[config.mk]
export PLATFORM = sky130hd
export DESIGN_NAME = cis_core
export DESIGN_NICKNAME = d
export VERILOG_FILES = /design/src/hw/cis_pkg.sv /design/src/hw/cis_decode.sv /design/src/hw/cis_core.sv
export SDC_FILE = /design/constraint.sdc
export NUM_CORES = 1
export LEC_CHECK = 0
export BUFFER_PORTS_ARGS = -buffer_cell sky130_fd_sc_hd__buf_4
export CAP_MARGIN = 10
export CORE_UTILIZATION = 42
export CTS_CLUSTER_DIAMETER = 80
export DETAILED_ROUTE_END_ITERATION = 8
export GPL_TIMING_DRIVEN = 0
export PLACE_DENSITY_LB_ADDON = 0.15
export REMOVE_ABC_BUFFERS = 1
export SETUP_SLACK_MARGIN = 0.1
export SLEW_MARGIN = 20
export SYNTH_ARGS = -nofsm -noshare
export SYNTH_HDL_FRONTEND = slang
export SYNTH_SLANG_ARGS = --single-unit
[constraint.sdc]
create_clock -name i_sys_clk -period 4.3 [get_ports i_sys_clk]
set_clock_uncertainty 0.05 [all_clocks]
set_input_delay 0.43 -clock i_sys_clk [delete_from_list [all_inputs] [get_ports i_sys_clk]]
set_output_delay 0.43 -clock i_sys_clk [all_outputs]
set_load 0.02 [all_outputs]
[src/hw/cis_pkg.sv]
/*
 package for the core instruction subset executor: opcodes, field positions,
 phase and cycle constants, carrier structs.
 assumes an 8-bit core with 16-bit instruction words and byte program addresses.
*/
package cis_pkg;

	// opcode prefixes and fixed encodings
	localparam logic [6:0]  OP_CMP_LT_PFX   = 7'h30;   // 0110 000
	localparam logic [5:0]  OP_SWAP_PFX     = 6'h0e;   // 0011 10
	localparam logic [4:0]  OP_RELATIVE_SUBROUTINE_CALL_PFX    = 5'h1b;   // 1101 1
	localparam logic [15:0] OP_DAW          = 16'h0007;
	localparam logic [15:0] OP_SWRESET      = 16'h00ff;
	// field positions in the instruction word
	localparam int          BIT_ACCESS      = 8;
	localparam int          BIT_DEST        = 9;
	localparam int          OFS_WIDTH       = 11;
	// indexed literal offset window
	localparam logic [7:0]  ILO_LIMIT       = 8'h5f;
	// access bank split: first 0x60 bytes of access bank in bank 0, upper part in bank f
	localparam logic [7:0]  ACC_SPLIT       = 8'h60;
	localparam logic [3:0]  ACC_HI_BANK     = 4'hf;
	// bcd adjust constants
	localparam logic [3:0]  BCD_MAX_DIGIT   = 4'h9;
	localparam logic [3:0]  BCD_FIX         = 4'h6;
	// phases per instruction cycle and program counter step
	localparam logic [1:0]  PHASE_LAST      = 2'h3;
	localparam logic [1:0]  PHASE_RESET     = 2'h1;
	localparam logic [20:0] PC_STEP         = 21'h000002;
	// reset values
	localparam logic [20:0] PC_RST          = 21'h000000;
	localparam logic [7:0]  W_RST           = 8'h00;

	// operation selected by the decoder
	typedef enum logic [2:0] {
		OPK_NONE,
		OPK_CMP_LT,
		OPK_SWAP,
		OPK_RELATIVE_SUBROUTINE_CALL,
		OPK_DAW,
		OPK_SWRESET
	} cis_op_e;

	// decoded instruction carrier
	typedef struct packed {
		cis_op_e     op;       // operation kind
		logic        acc;      // access select bit
		logic        dst;      // destination bit
		logic [7:0]  fadr;     // file operand
		logic [10:0] ofs;      // signed word offset
	} cis_dec_s;

	// data memory request carrier
	typedef struct packed {
		logic        rd;       // read strobe
		logic        wr;       // write strobe
		logic [11:0] addr;     // full data address
		logic [7:0]  wdata;    // write data
	} cis_mem_s;

	// stack push carrier
	typedef struct packed {
		logic        push;     // push strobe
		logic [20:0] data;     // return address
	} cis_stk_s;

endpackage : cis_pkg

[src/hw/cis_decode.sv]
/*
 pure combinational decoder for the instruction subset.
 assumes a stable 16-bit instruction word from the fetch path.
*/
`timescale 1ns/1ps
module cis_decode (
	// instruction in
	input  wire logic [15:0]     i_instr,
	// decoded fields out
	output cis_pkg::cis_dec_s    o_dec
);

	// match prefixes and pull out fields
	always_comb
	begin
		o_dec      = '0;
		o_dec.acc  = i_instr[cis_pkg::BIT_ACCESS];
		o_dec.dst  = i_instr[cis_pkg::BIT_DEST];
		o_dec.fadr = i_instr[7:0];
		o_dec.ofs  = i_instr[cis_pkg::OFS_WIDTH-1:0];
		if (i_instr[15:9] == cis_pkg::OP_CMP_LT_PFX)
			o_dec.op = cis_pkg::OPK_CMP_LT;
		else if (i_instr[15:10] == cis_pkg::OP_SWAP_PFX)
			o_dec.op = cis_pkg::OPK_SWAP;
		else if (i_instr[15:11] == cis_pkg::OP_RELATIVE_SUBROUTINE_CALL_PFX)
			o_dec.op = cis_pkg::OPK_RELATIVE_SUBROUTINE_CALL;
		else if (i_instr == cis_pkg::OP_DAW)
			o_dec.op = cis_pkg::OPK_DAW;
		else if (i_instr == cis_pkg::OP_SWRESET)
			o_dec.op = cis_pkg::OPK_SWRESET;
		else
			o_dec.op = cis_pkg::OPK_NONE;
	end

endmodule : cis_decode

[src/hw/cis_core.sv]
/*
 executes compare-skip-if-less, nibble swap, relative call, software reset
 and decimal adjust for an 8-bit core with four phases per instruction cycle.
 assumes the fetch path offers one word per cycle plus a flag telling whether
 the prefetched next word is the first of a two-word instruction; data memory
 answers reads combinationally in the same phase.
*/
// How it works
// RL1 - compare is unsigned subtraction, flags untouched
// RL2 - file below accumulator: discard next, two cycles
// RL3 - skipped two-word instruction: two idle cycles
// RL4 - access bit zero: access bank, else bank
// RL5 - swap exchanges nibbles, one cycle, no flags
// RL6 - destination zero to accumulator, one to file
// RL7 - extended set, access zero, low: indexed
// RL8 - call offset eleven-bit signed after prefix
// RL9 - call pushes counter plus two to stack
// RL10 - counter gets incremented plus twice offset
// RL11 - software reset starts clear in phase two
// RL12 - decimal adjust adds six per nibble
`timescale 1ns/1ps
module cis_core (
	// clock and reset
	input  wire logic                i_sys_clk,
	input  wire logic                i_rst,
	input  wire logic                i_ce,
	// fetch path
	input  wire logic [15:0]         i_instr,
	input  wire logic                i_instr_valid,
	input  wire logic                i_next_two_word,
	// configuration and addressing state
	input  wire logic                i_ext_set_en,
	input  wire logic [3:0]          i_bank_select_register,
	input  wire logic [11:0]         i_index_base,
	// data memory read data
	input  wire logic [7:0]          i_mem_rdata,
	// flags in from the status register
	input  wire logic                i_carry,
	input  wire logic                i_digit_carry_flag,
	// program counter and fetch control
	output logic      [20:0]         o_pc,
	output logic                     o_flush,
	output logic                     o_stall,
	// data memory and stack
	output cis_pkg::cis_mem_s        o_mem,
	output cis_pkg::cis_stk_s        o_stk,
	// accumulator and flag updates
	output logic      [7:0]          o_wreg,
	output logic                     o_carry_we,
	output logic                     o_carry,
	// software reset request
	output logic                     o_master_clear_reset,
	// current phase
	output logic      [1:0]          o_phase
);

	// complete register state of the block
	typedef struct packed {
		logic [1:0]  phase;      // q phase 0..3
		logic [1:0]  idle;       // idle cycles still owed
		logic [20:0] pc;         // program counter
		logic [7:0]  w;          // accumulator
		logic        cwe;        // carry write pulse
		logic        cval;       // carry value
		logic        swrst;      // software reset pulse
		logic        flush;      // prefetch discard pulse
		logic [7:0]  rdat;       // operand latched at the read phase
	} cis_state_s;

	cis_state_s        st_ff;     // registered state
	cis_state_s        nxt_st;    // next state
	cis_pkg::cis_dec_s dec;       // decoded instruction
	logic [11:0]       fa;        // effective file address
	logic [7:0]        swp;       // swapped byte
	logic [8:0]        daw_lo;    // adjusted low nibble with carry
	logic [8:0]        daw_hi;    // adjusted full result with carry
	logic [20:0]       ofs_ext;   // sign extended doubled offset
	logic              run;       // instruction executes this cycle

	// instruction decoder
	cis_decode u_dec (
		.i_instr (i_instr),
		.o_dec   (dec)
	);

	assign run = i_instr_valid && (st_ff.idle == 2'h0);

	// effective data address
	always_comb
	begin
		// RL7 indexed literal offset
		if (i_ext_set_en && !dec.acc && (dec.fadr <= cis_pkg::ILO_LIMIT))
			fa = i_index_base + {4'h0, dec.fadr};
		// RL4 access bank select
		else if (!dec.acc)
			fa = (dec.fadr < cis_pkg::ACC_SPLIT) ? {4'h0, dec.fadr} : {cis_pkg::ACC_HI_BANK, dec.fadr};
		else
			fa = {i_bank_select_register, dec.fadr};
	end

	// arithmetic helpers
	always_comb
	begin
		// RL5 nibble exchange
		swp     = {st_ff.rdat[3:0], st_ff.rdat[7:4]};
		// RL8 signed offset doubled
		ofs_ext = {{9{dec.ofs[10]}}, dec.ofs, 1'b0};
		// RL12 low digit adjust
		if ((st_ff.w[3:0] > cis_pkg::BCD_MAX_DIGIT) || i_digit_carry_flag)
			daw_lo = {1'b0, st_ff.w} + {5'h00, cis_pkg::BCD_FIX};
		else
			daw_lo = {1'b0, st_ff.w};
		// RL12 high digit adjust
		if ((daw_lo[7:4] > cis_pkg::BCD_MAX_DIGIT) || i_carry || daw_lo[8])
			daw_hi = {1'b0, daw_lo[7:0]} + {1'b0, cis_pkg::BCD_FIX, 4'h0};
		else
			daw_hi = {1'b0, daw_lo[7:0]};
	end

	// next state and data memory requests
	always_comb
	begin
		nxt_st       = st_ff;
		nxt_st.cwe   = 1'b0;
		nxt_st.swrst = 1'b0;
		nxt_st.flush = 1'b0;
		o_mem        = '0;
		o_stk        = '0;
		o_mem.addr   = fa;
		nxt_st.phase = st_ff.phase + 2'h1;
		if (st_ff.phase == cis_pkg::PHASE_LAST)
		begin
			// end of an instruction cycle
			if (st_ff.idle != 2'h0)
				nxt_st.idle = st_ff.idle - 2'h1;
			else if (i_instr_valid)
				nxt_st.pc = st_ff.pc + cis_pkg::PC_STEP;
		end
		if (run)
		begin
			unique case (dec.op)
				cis_pkg::OPK_CMP_LT:
				begin
					o_mem.rd = (st_ff.phase == 2'h1);
					// RL1 unsigned compare, flags kept
					// RL2 discard next on less
					if ((st_ff.phase == cis_pkg::PHASE_LAST) && (st_ff.rdat < st_ff.w))
					begin
						nxt_st.flush = 1'b1;
						// RL3 two idle for two-word
						nxt_st.idle  = i_next_two_word ? 2'h2 : 2'h1;
						nxt_st.pc    = st_ff.pc + cis_pkg::PC_STEP + (i_next_two_word ? 21'h4 : 21'h2);
					end
				end
				cis_pkg::OPK_SWAP:
				begin
					o_mem.rd = (st_ff.phase == 2'h1);
					// RL6 destination select
					if (st_ff.phase == cis_pkg::PHASE_LAST)
					begin
						if (dec.dst)
						begin
							o_mem.wr    = 1'b1;
							o_mem.wdata = swp;
						end
						else
							nxt_st.w = swp;
					end
				end
				cis_pkg::OPK_RELATIVE_SUBROUTINE_CALL:
				begin
					// RL9 push return address
					if (st_ff.phase == 2'h1)
					begin
						o_stk.push = 1'b1;
						o_stk.data = st_ff.pc + cis_pkg::PC_STEP;
					end
					// RL10 relative jump, idle cycle
					if (st_ff.phase == cis_pkg::PHASE_LAST)
					begin
						nxt_st.pc    = st_ff.pc + cis_pkg::PC_STEP + ofs_ext;
						nxt_st.flush = 1'b1;
						nxt_st.idle  = 2'h1;
					end
				end
				cis_pkg::OPK_DAW:
				begin
					// RL12 write adjusted accumulator and carry
					if (st_ff.phase == cis_pkg::PHASE_LAST)
					begin
						nxt_st.w    = daw_hi[7:0];
						nxt_st.cwe  = 1'b1;
						// a carry out of the low-digit fix must not be lost
						nxt_st.cval = daw_hi[8] || daw_lo[8] || i_carry;
					end
				end
				cis_pkg::OPK_SWRESET:
				begin
					// RL11 reset started in second phase
					if (st_ff.phase == cis_pkg::PHASE_RESET)
						nxt_st.swrst = 1'b1;
					// no step past the reset vector at cycle end
					if (st_ff.phase == cis_pkg::PHASE_LAST)
						nxt_st.pc = cis_pkg::PC_RST;
				end
				cis_pkg::OPK_NONE:
				begin
					nxt_st.w = st_ff.w;
				end
				default:
				begin
					nxt_st.w = st_ff.w;
				end
			endcase
		end
		// latch the operand while the read strobe stands; data is only valid then
		if (o_mem.rd)
			nxt_st.rdat = i_mem_rdata;
		// the software reset clears program counter and accumulator
		if (st_ff.swrst)
		begin
			nxt_st.pc   = cis_pkg::PC_RST;
			nxt_st.w    = cis_pkg::W_RST;
			nxt_st.idle = 2'h0;
		end
	end

	// state register, frozen while clock enable is low
	always_ff @(posedge i_sys_clk or posedge i_rst)
	begin
		if (i_rst)
		begin
			st_ff       <= '0;
			st_ff.pc    <= cis_pkg::PC_RST;
			st_ff.w     <= cis_pkg::W_RST;
		end
		else if (i_ce)
			st_ff <= nxt_st;
	end

	// outputs
	assign o_pc                 = st_ff.pc;
	assign o_flush              = st_ff.flush;
	assign o_stall              = (st_ff.idle != 2'h0);
	assign o_wreg               = st_ff.w;
	assign o_carry_we           = st_ff.cwe;
	assign o_carry              = st_ff.cval;
	assign o_master_clear_reset = st_ff.swrst;
	assign o_phase              = st_ff.phase;

endmodule : cis_core

==> results.md, run 1 <==
* Synthesized instance count at 841
* Via count at 6752
* Max VDD drop at 0.0001866 V
* Clock Latency Late Sink at 300 ps
* WL final at 21.26 mm
* IO Port Bufs at 125
* Clock buffer count from CTS at 5
* FF-to-FF setup slack at 300 ps
* Max-slew violation count at 0
* Worst Hold Margin at 177.2 ps
* Adder-cell area share of the yosys netlist at 0.09093
* Main synth FF type: dfrtp_1
* First-pass DRT Iterations at 6
* Met3 WL at 1.902 mm
* Cell variety after synth at 89
* Detailed-route wire length per cell at 19.60 um
* Register bit total from synthesis at 44
* Final Non-Filler Cells at 1085
* Highest routing layer actually used: met4
* Setup crit start kind: flip-flop
* Min-Delay Path Class: primary input to asynchronous set/reset pin
* Top cell family by delay on the critical path: compound AO/OA/AOI/OAI gates
* Pwr Density at 376.4 mW/mm2
* Max incr delay on CP at 660 ps
* Crit path buf inv count at 1
* R2R Path End: o_pc[15]
* Sequential area share after synthesis at 0.1747
* Core area at 0.01459 mm2
* Layout cells sized above 1 at 0.1942
* Vias in the first global route at 6252
* Mean post-synth cell area at 7.494 um2
* Final period utilization at 0.9309
* Clock Sinks at 44
* Htree depth at 2
* WP data required at 4380 ps
* Final Util at 0.5000
* # rows at 44
* Final Critical Period at 4003 ps
* Mux share of post-synthesis cell area at 0.02085
* Area growth syn-to-layout at 15.74%
* R2R depth at 12
* Slowest CP cell: a2111oi_1
* Routed Antenna Nets at 0
* Most common cell after layout, fill and taps aside: buf_4
* Vias/cell at 6.223
* Post-synth EDFFs at 0
* Pin count of the biggest net entering global routing at 31
* Slew @ Worst Pin at 993.6 ps
* Root Driver: clkbuf_16
* Die Y-Extent at 124.5 um
* Cell Area, Synth at 0.006302 mm2
* DRC Markers at 0
* Synth Area in XOR/XNOR at 0.09529
* CP Class: flip-flop to flip-flop
* CTS Hold Bufs at 0
* Routed wl met2 at 9.492 mm
* Final setup vio count at 0
* First-pass GRT wire length at 34.27 mm
* Die X at 124.5 um
* First DRT Iteration DRCs at 706
* Final worst slack at 297.3 ps
* Initial antenna violation count at 0
* F_max at 0.2498 GHz
* Most frequent cells in the layout: buf_4, nor2_1, nand2_1, a21oi_1, o21ai_0
* Initial Utilization at 0.4320
* Worst r2r src: o_pc[1]
* Tot GR Track Use at 0.2721
* # Post-CTS Setup Buffers at 0
* Simple-gate share of the synthesized area at 0.2472
* GP Congestion at 0.8851
* Status: finished clean
* Dpl hpwl at 15.93 mm
* Synth async-reset ratio at 1.000
* RSZ-0062 raised after global routing: false
* CTS max path bufs at 2
* Reg clk slew, reported paths at 80 ps
* Total gr overflow at 0
* Inst Count DP at 1077
* Max_cap viols at 0
* CP cell instances: ha_4 -> xnor2_1 -> inv_1 -> ha_1 -> a211oi_1 -> o21ai_0 -> a2111oi_1 -> nor2_1 -> xnor2_1 -> nor2_1 -> a211oi_1 -> o21ai_0
* I/O pins at 128
* Final Hold Viols at 0
* DRT met1 WL at 9.395 mm
* TritonCTS clock tree: built
* Slew HR at 0.3332
* Leak Pwr at 3.203 nW
* Worst Path Arrival at 4090 ps
* Worst Path Max Fanout at 15
* Critical path capture point type: flip-flop
* Layout Nets at 992
* Die area at 0.01550 mm2
* Tot Pwr at 2.746 mW
* Main combinational cell family by area after synthesis: compound AO/OA/AOI/OAI gates
* Compound-Gate Fraction of Synth Area at 0.2712
* Yosys warns at 0
* Pre-CTS WS at -367.6 ps
* Diode count at 0
[metal layers]
layer,vias to the layer above,global-route usage
met4,0,0.08150
met5,-,0
met3,33,0.04510
li1,3191,-
met2,361,0.4179
met1,3167,0.3875
[kinds of logic (layout without fill, tap and decap cells)]
group / count (synthesis) / count (layout)
AOI/OAI and AO/OA: 252 / 252
xor gates and xnor gates: 66 / 66
adders and majority gates: 44 / 44
buffers and inverters: 123 / 182
DFF: 44 / 44
muxes: 12 / 12
other: 1 / 2
and+or+nand+nor: 299 / 299
[worst max path at each step]
stage	depth (start not counted)	startpoint	slack, ps	to
after global placement	7	o_phase[0]	-660	o_pc[9]
after global routing	14	o_pc[6]	90	o_pc[20]
final	12	o_pc[1]	300	o_pc[15]
after CTS	14	o_pc[1]	190	o_pc[15]
after detailed placement	14	o_pc[1]	-370	o_pc[20]
after floorplan	15	o_pc[1]	550	o_pc[19]
[power by group]
| group | internal [mW] | switching (mW) | leakage (nW) | total (mW) |
|---|---|---|---|---|
| Combinational | 0.630 | 0.980 | 2.55 | 1.61 |
| Sequential | 0.479 | 0.172 | 0.568 | 0.650 |
| Clock | 0.292 | 0.194 | 0.0871 | 0.486 |
| Total | 1.40 | 1.34 | 3.20 | 2.75 |
[sequential cells by signal, indices dropped and copies added (netlist names)]
name / cells
o_pc: 20
st_ff: 10
o_wreg: 8
o_phase: 2
o_carry: 1
o_carry_we: 1
o_flush: 1
o_master_clear_reset: 1
[Yosys cell counts, types with 19 or more instances]
master     n  share of area
xnor2_1   35          0.049
clkbuf_1  28          0.017
xor2_1    28          0.039
nand3_1   33          0.026
a21oi_1   56          0.044
dfrtp_1   44           0.17
nand2_1   70          0.042
ha_1      41          0.081
nor2_1    72          0.043
buf_4     35          0.042
nor3_1    19          0.015
inv_1     46          0.027
o21ai_0   55          0.044
[final cells by class]
class	count	area [um2]
clock buffers	6	138.9
repair buffers	126	965.9
fillers	1496	7295
flip-flops and latches	44	1110
inverters	48	180.2
well taps	184	230.2
multi-input cells	675	4631
clock inverters	2	38.79
[timing repair]
action / in CTS / in global routing
endpoints found under the setup margin: 8 / 6
gates resized for setup: 7 / 6
cloned: 0 / 0
endpoints found under the hold margin: 0 / 0
[metrics by stage]
stage / area, um2 / setup TNS (ps)
3_5_place_dp: 7069 / -1637
4_1_cts: 7267 / 0
5_1_grt: 7295 / 0
2_1_floorplan: 5861 / 0
6_report: 7295 / 0
3_3_place_gp: 7029 / -6862
No activity file was read; power rests on OpenSTA's default activity.
==> run 2, diff against run 1 <==
==> constraint.sdc (replaced) <==
create_clock -name i_sys_clk -period 5.1 [get_ports i_sys_clk]
set_clock_uncertainty 0.05 [all_clocks]
set_input_delay 0.51 -clock i_sys_clk [delete_from_list [all_inputs] [get_ports i_sys_clk]]
set_output_delay 0.51 -clock i_sys_clk [all_outputs]
set_load 0.02 [all_outputs]
==> results.md, run 2 (synthesized netlist as in run 1, its figures left out) <==
* Status: finished clean
* Register area at 0.001101 mm2 (-0.79%)
* Worst Path Arrival at 4700 ps (+610 ps)
* Worst Hold Margin at 253.5 ps (+76.30 ps)
* Critical path capture point type: flip-flop
* Reg clk slew, reported paths at 80 ps (about the same)
* Via count at 6759 (+0.10%)
* Max incr delay on CP at 700 ps (+40 ps)
* I/O pins at 128 (unchanged)
* GP Congestion at 0.8851 (unchanged)
* First-pass DRT Iterations at 9 (+3)
* Max reg flops at 20 (unchanged)
* Final Critical Period at 4619 ps (+616.0 ps)
* Final period utilization at 0.9056 (-0.02524)
* Dpl hpwl at 15.93 mm (unchanged)
* Most common cell after layout, fill and taps aside: buf_4
* Max VDD drop at 0.0001551 V (-17%)
* Slew HR at 0.3240 (-0.009216)
* Area growth syn-to-layout at 15.11%
* Detailed-route wire length per cell at 19.53 um (-0.36%)
* Layout Nets at 992 (unchanged)
* Critical path depth at 14 (+2)
* CTS Hold Bufs at 0 (unchanged)
* Switching Fraction at 0.4911 (+0.001270)
* Total gr overflow at 0 (unchanged)
* Placed cell area at 0.007069 mm2 (unchanged)
* Final Util at 0.4973 (-0.002744)
* First DRT Iteration DRCs at 733 (+3.8%)
* Cell Int Power at 1.165 mW (-17%)
* Final Hold Viols at 0 (unchanged)
* TritonCTS clock tree: built
* Die Y-Extent at 124.5 um (unchanged)
* Core area at 0.01459 mm2 (unchanged)
* Max_cap viols at 0 (unchanged)
* Root Driver: clkbuf_16
* RSZ-0062 raised after global routing: false
* Most frequent cells in the layout: buf_4, nor2_1, nand2_1, a21oi_1, o21ai_0
* Switching power at 1.124 mW (-16%)
* Crit path buf inv count at 2 (+1)
* Clock Latency Late Sink at 300 ps (about the same)
* Pwr Density at 315.6 mW/mm2 (-16%)
* Worst setup startpoint: o_pc[1]
* Leak Pwr at 3.203 nW (about the same)
* Tot Pwr at 2.289 mW (-17%)
* Slew @ Worst Pin at 1010 ps (+16.76 ps)
* Clock Sinks at 44 (unchanged)
* Diode count at 0 (unchanged)
* WP data required at 5180 ps (+800 ps)
* Vias in the first global route at 6250 (-0.032%)
* Clock Power Share at 0.178 (about the same)
* Worst Path Max Fanout at 15 (unchanged)
* Fin area at 0.007254 mm2 (-0.55%)
* F_max at 0.2165 GHz (-13%)
* Htree depth at 2 (unchanged)
* Initial antenna violation count at 0 (unchanged)
* Fin Setup TNS at 0 ps (unchanged)
* FF-to-FF setup slack at 480 ps (+180 ps)
* Logic pwr share at 0.585 (about the same)
* DRC Markers at 0 (unchanged)
* Setup crit start kind: flip-flop
* CP cell instances: ha_2 -> inv_1 -> nor2_2 -> nand2b_1 -> xor2_1 -> inv_1 -> ha_1 -> a21o_1 -> a2111oi_0 -> nor2_1 -> xnor2_1 -> nor2_1 -> a211oi_1 -> o21ai_0
* Routed Antenna Nets at 0 (unchanged)
* Footprint of the multi-input gates at 0.004599 mm2 (-0.68%)
* Worst r2r src: o_pc[1]
* Die X at 124.5 um (unchanged)
* Initial Utilization at 0.4320 (unchanged)
* Pin count of the biggest net entering global routing at 31 (unchanged)
* # Post-CTS Setup Buffers at 0 (unchanged)
* Vias/cell at 6.229 (+0.10%)
* WL final at 21.19 mm (-0.36%)
* # rows at 44 (unchanged)
* First-pass GRT wire length at 34.32 mm (+0.14%)
* Min-Delay Path Class: primary input to asynchronous set/reset pin
* Max-slew violation count at 0 (unchanged)
* Die area at 0.01550 mm2 (unchanged)
* CP Class: flip-flop to flip-flop
* Top cell family by delay on the critical path: compound AO/OA/AOI/OAI gates
* IO Port Bufs at 125 (unchanged)
* Filler cell count at 1496 (unchanged)
* Post-cts gate resize count at 0 (-7)
* Layout cells sized above 1 at 0.1865 (-0.007769)
* Slowest CP cell: dfrtp_1
* Final setup vio count at 0 (unchanged)
* R2R Path End: o_pc[15]
* Seq pwr share at 0.237 (about the same)
* Critical path capture point: o_pc[15]
* Clock buffer count from CTS at 5 (unchanged)
* CTS max path bufs at 2 (unchanged)
* Tot GR Track Use at 0.2724 (+0.0002762)
* R2R depth at 14 (+2)
-- run 2: metrics by stage --
stage / setup slack, ps / cells
6_report: 481.3 / 1085
5_1_grt: 230.0 / 1085
4_1_cts: 431.6 / 1085
3_5_place_dp: 432.4 / 1077
3_3_place_gp: 137.2 / 1076
2_1_floorplan: 1345 / 767
-- run 2: worst min-delay path by stage --
stage / slack [ps] / cells after the start / endpoint
final: 250 / 2 / o_pc[12]
after global routing: 320 / 2 / o_pc[12]
after CTS: 290 / 2 / o_pc[12]
after detailed placement: 440 / 2 / o_carry
after global placement: 420 / 2 / o_carry
after floorplan: 460 / 2 / st_ff[42]
-- run 2: power groups by stage --
stage / Sequential [mW] / Clock (mW) / Combinational [mW]
3_5_place_dp: 0.544 / 0 / 1.32
3_3_place_gp: 0.546 / 0 / 1.30
2_1_floorplan: 0.554 / 0 / 0.888
5_1_grt: 0.554 / 0.420 / 1.47
6_report: 0.542 / 0.407 / 1.34
4_1_cts: 0.537 / 0.412 / 1.32
-- run 2: area by class of cell --
class                      count  area share
clock inverter                 2    0.005347
inverter                      48     0.02484
sequential                    44      0.1518
tap                          184     0.03174
multi-input combinational    675      0.6340
timing repair buffer         126      0.1331
clock buffer                   6     0.01914
-- run 2: layer usage --
metal,GRT usage,up-vias,share of wire
met5,0,-,0
met4,0.08150,0,0.024
met3,0.04510,39,0.090
met2,0.4173,347,0.45
met1,0.3889,3191,0.44
li1,-,3182,-
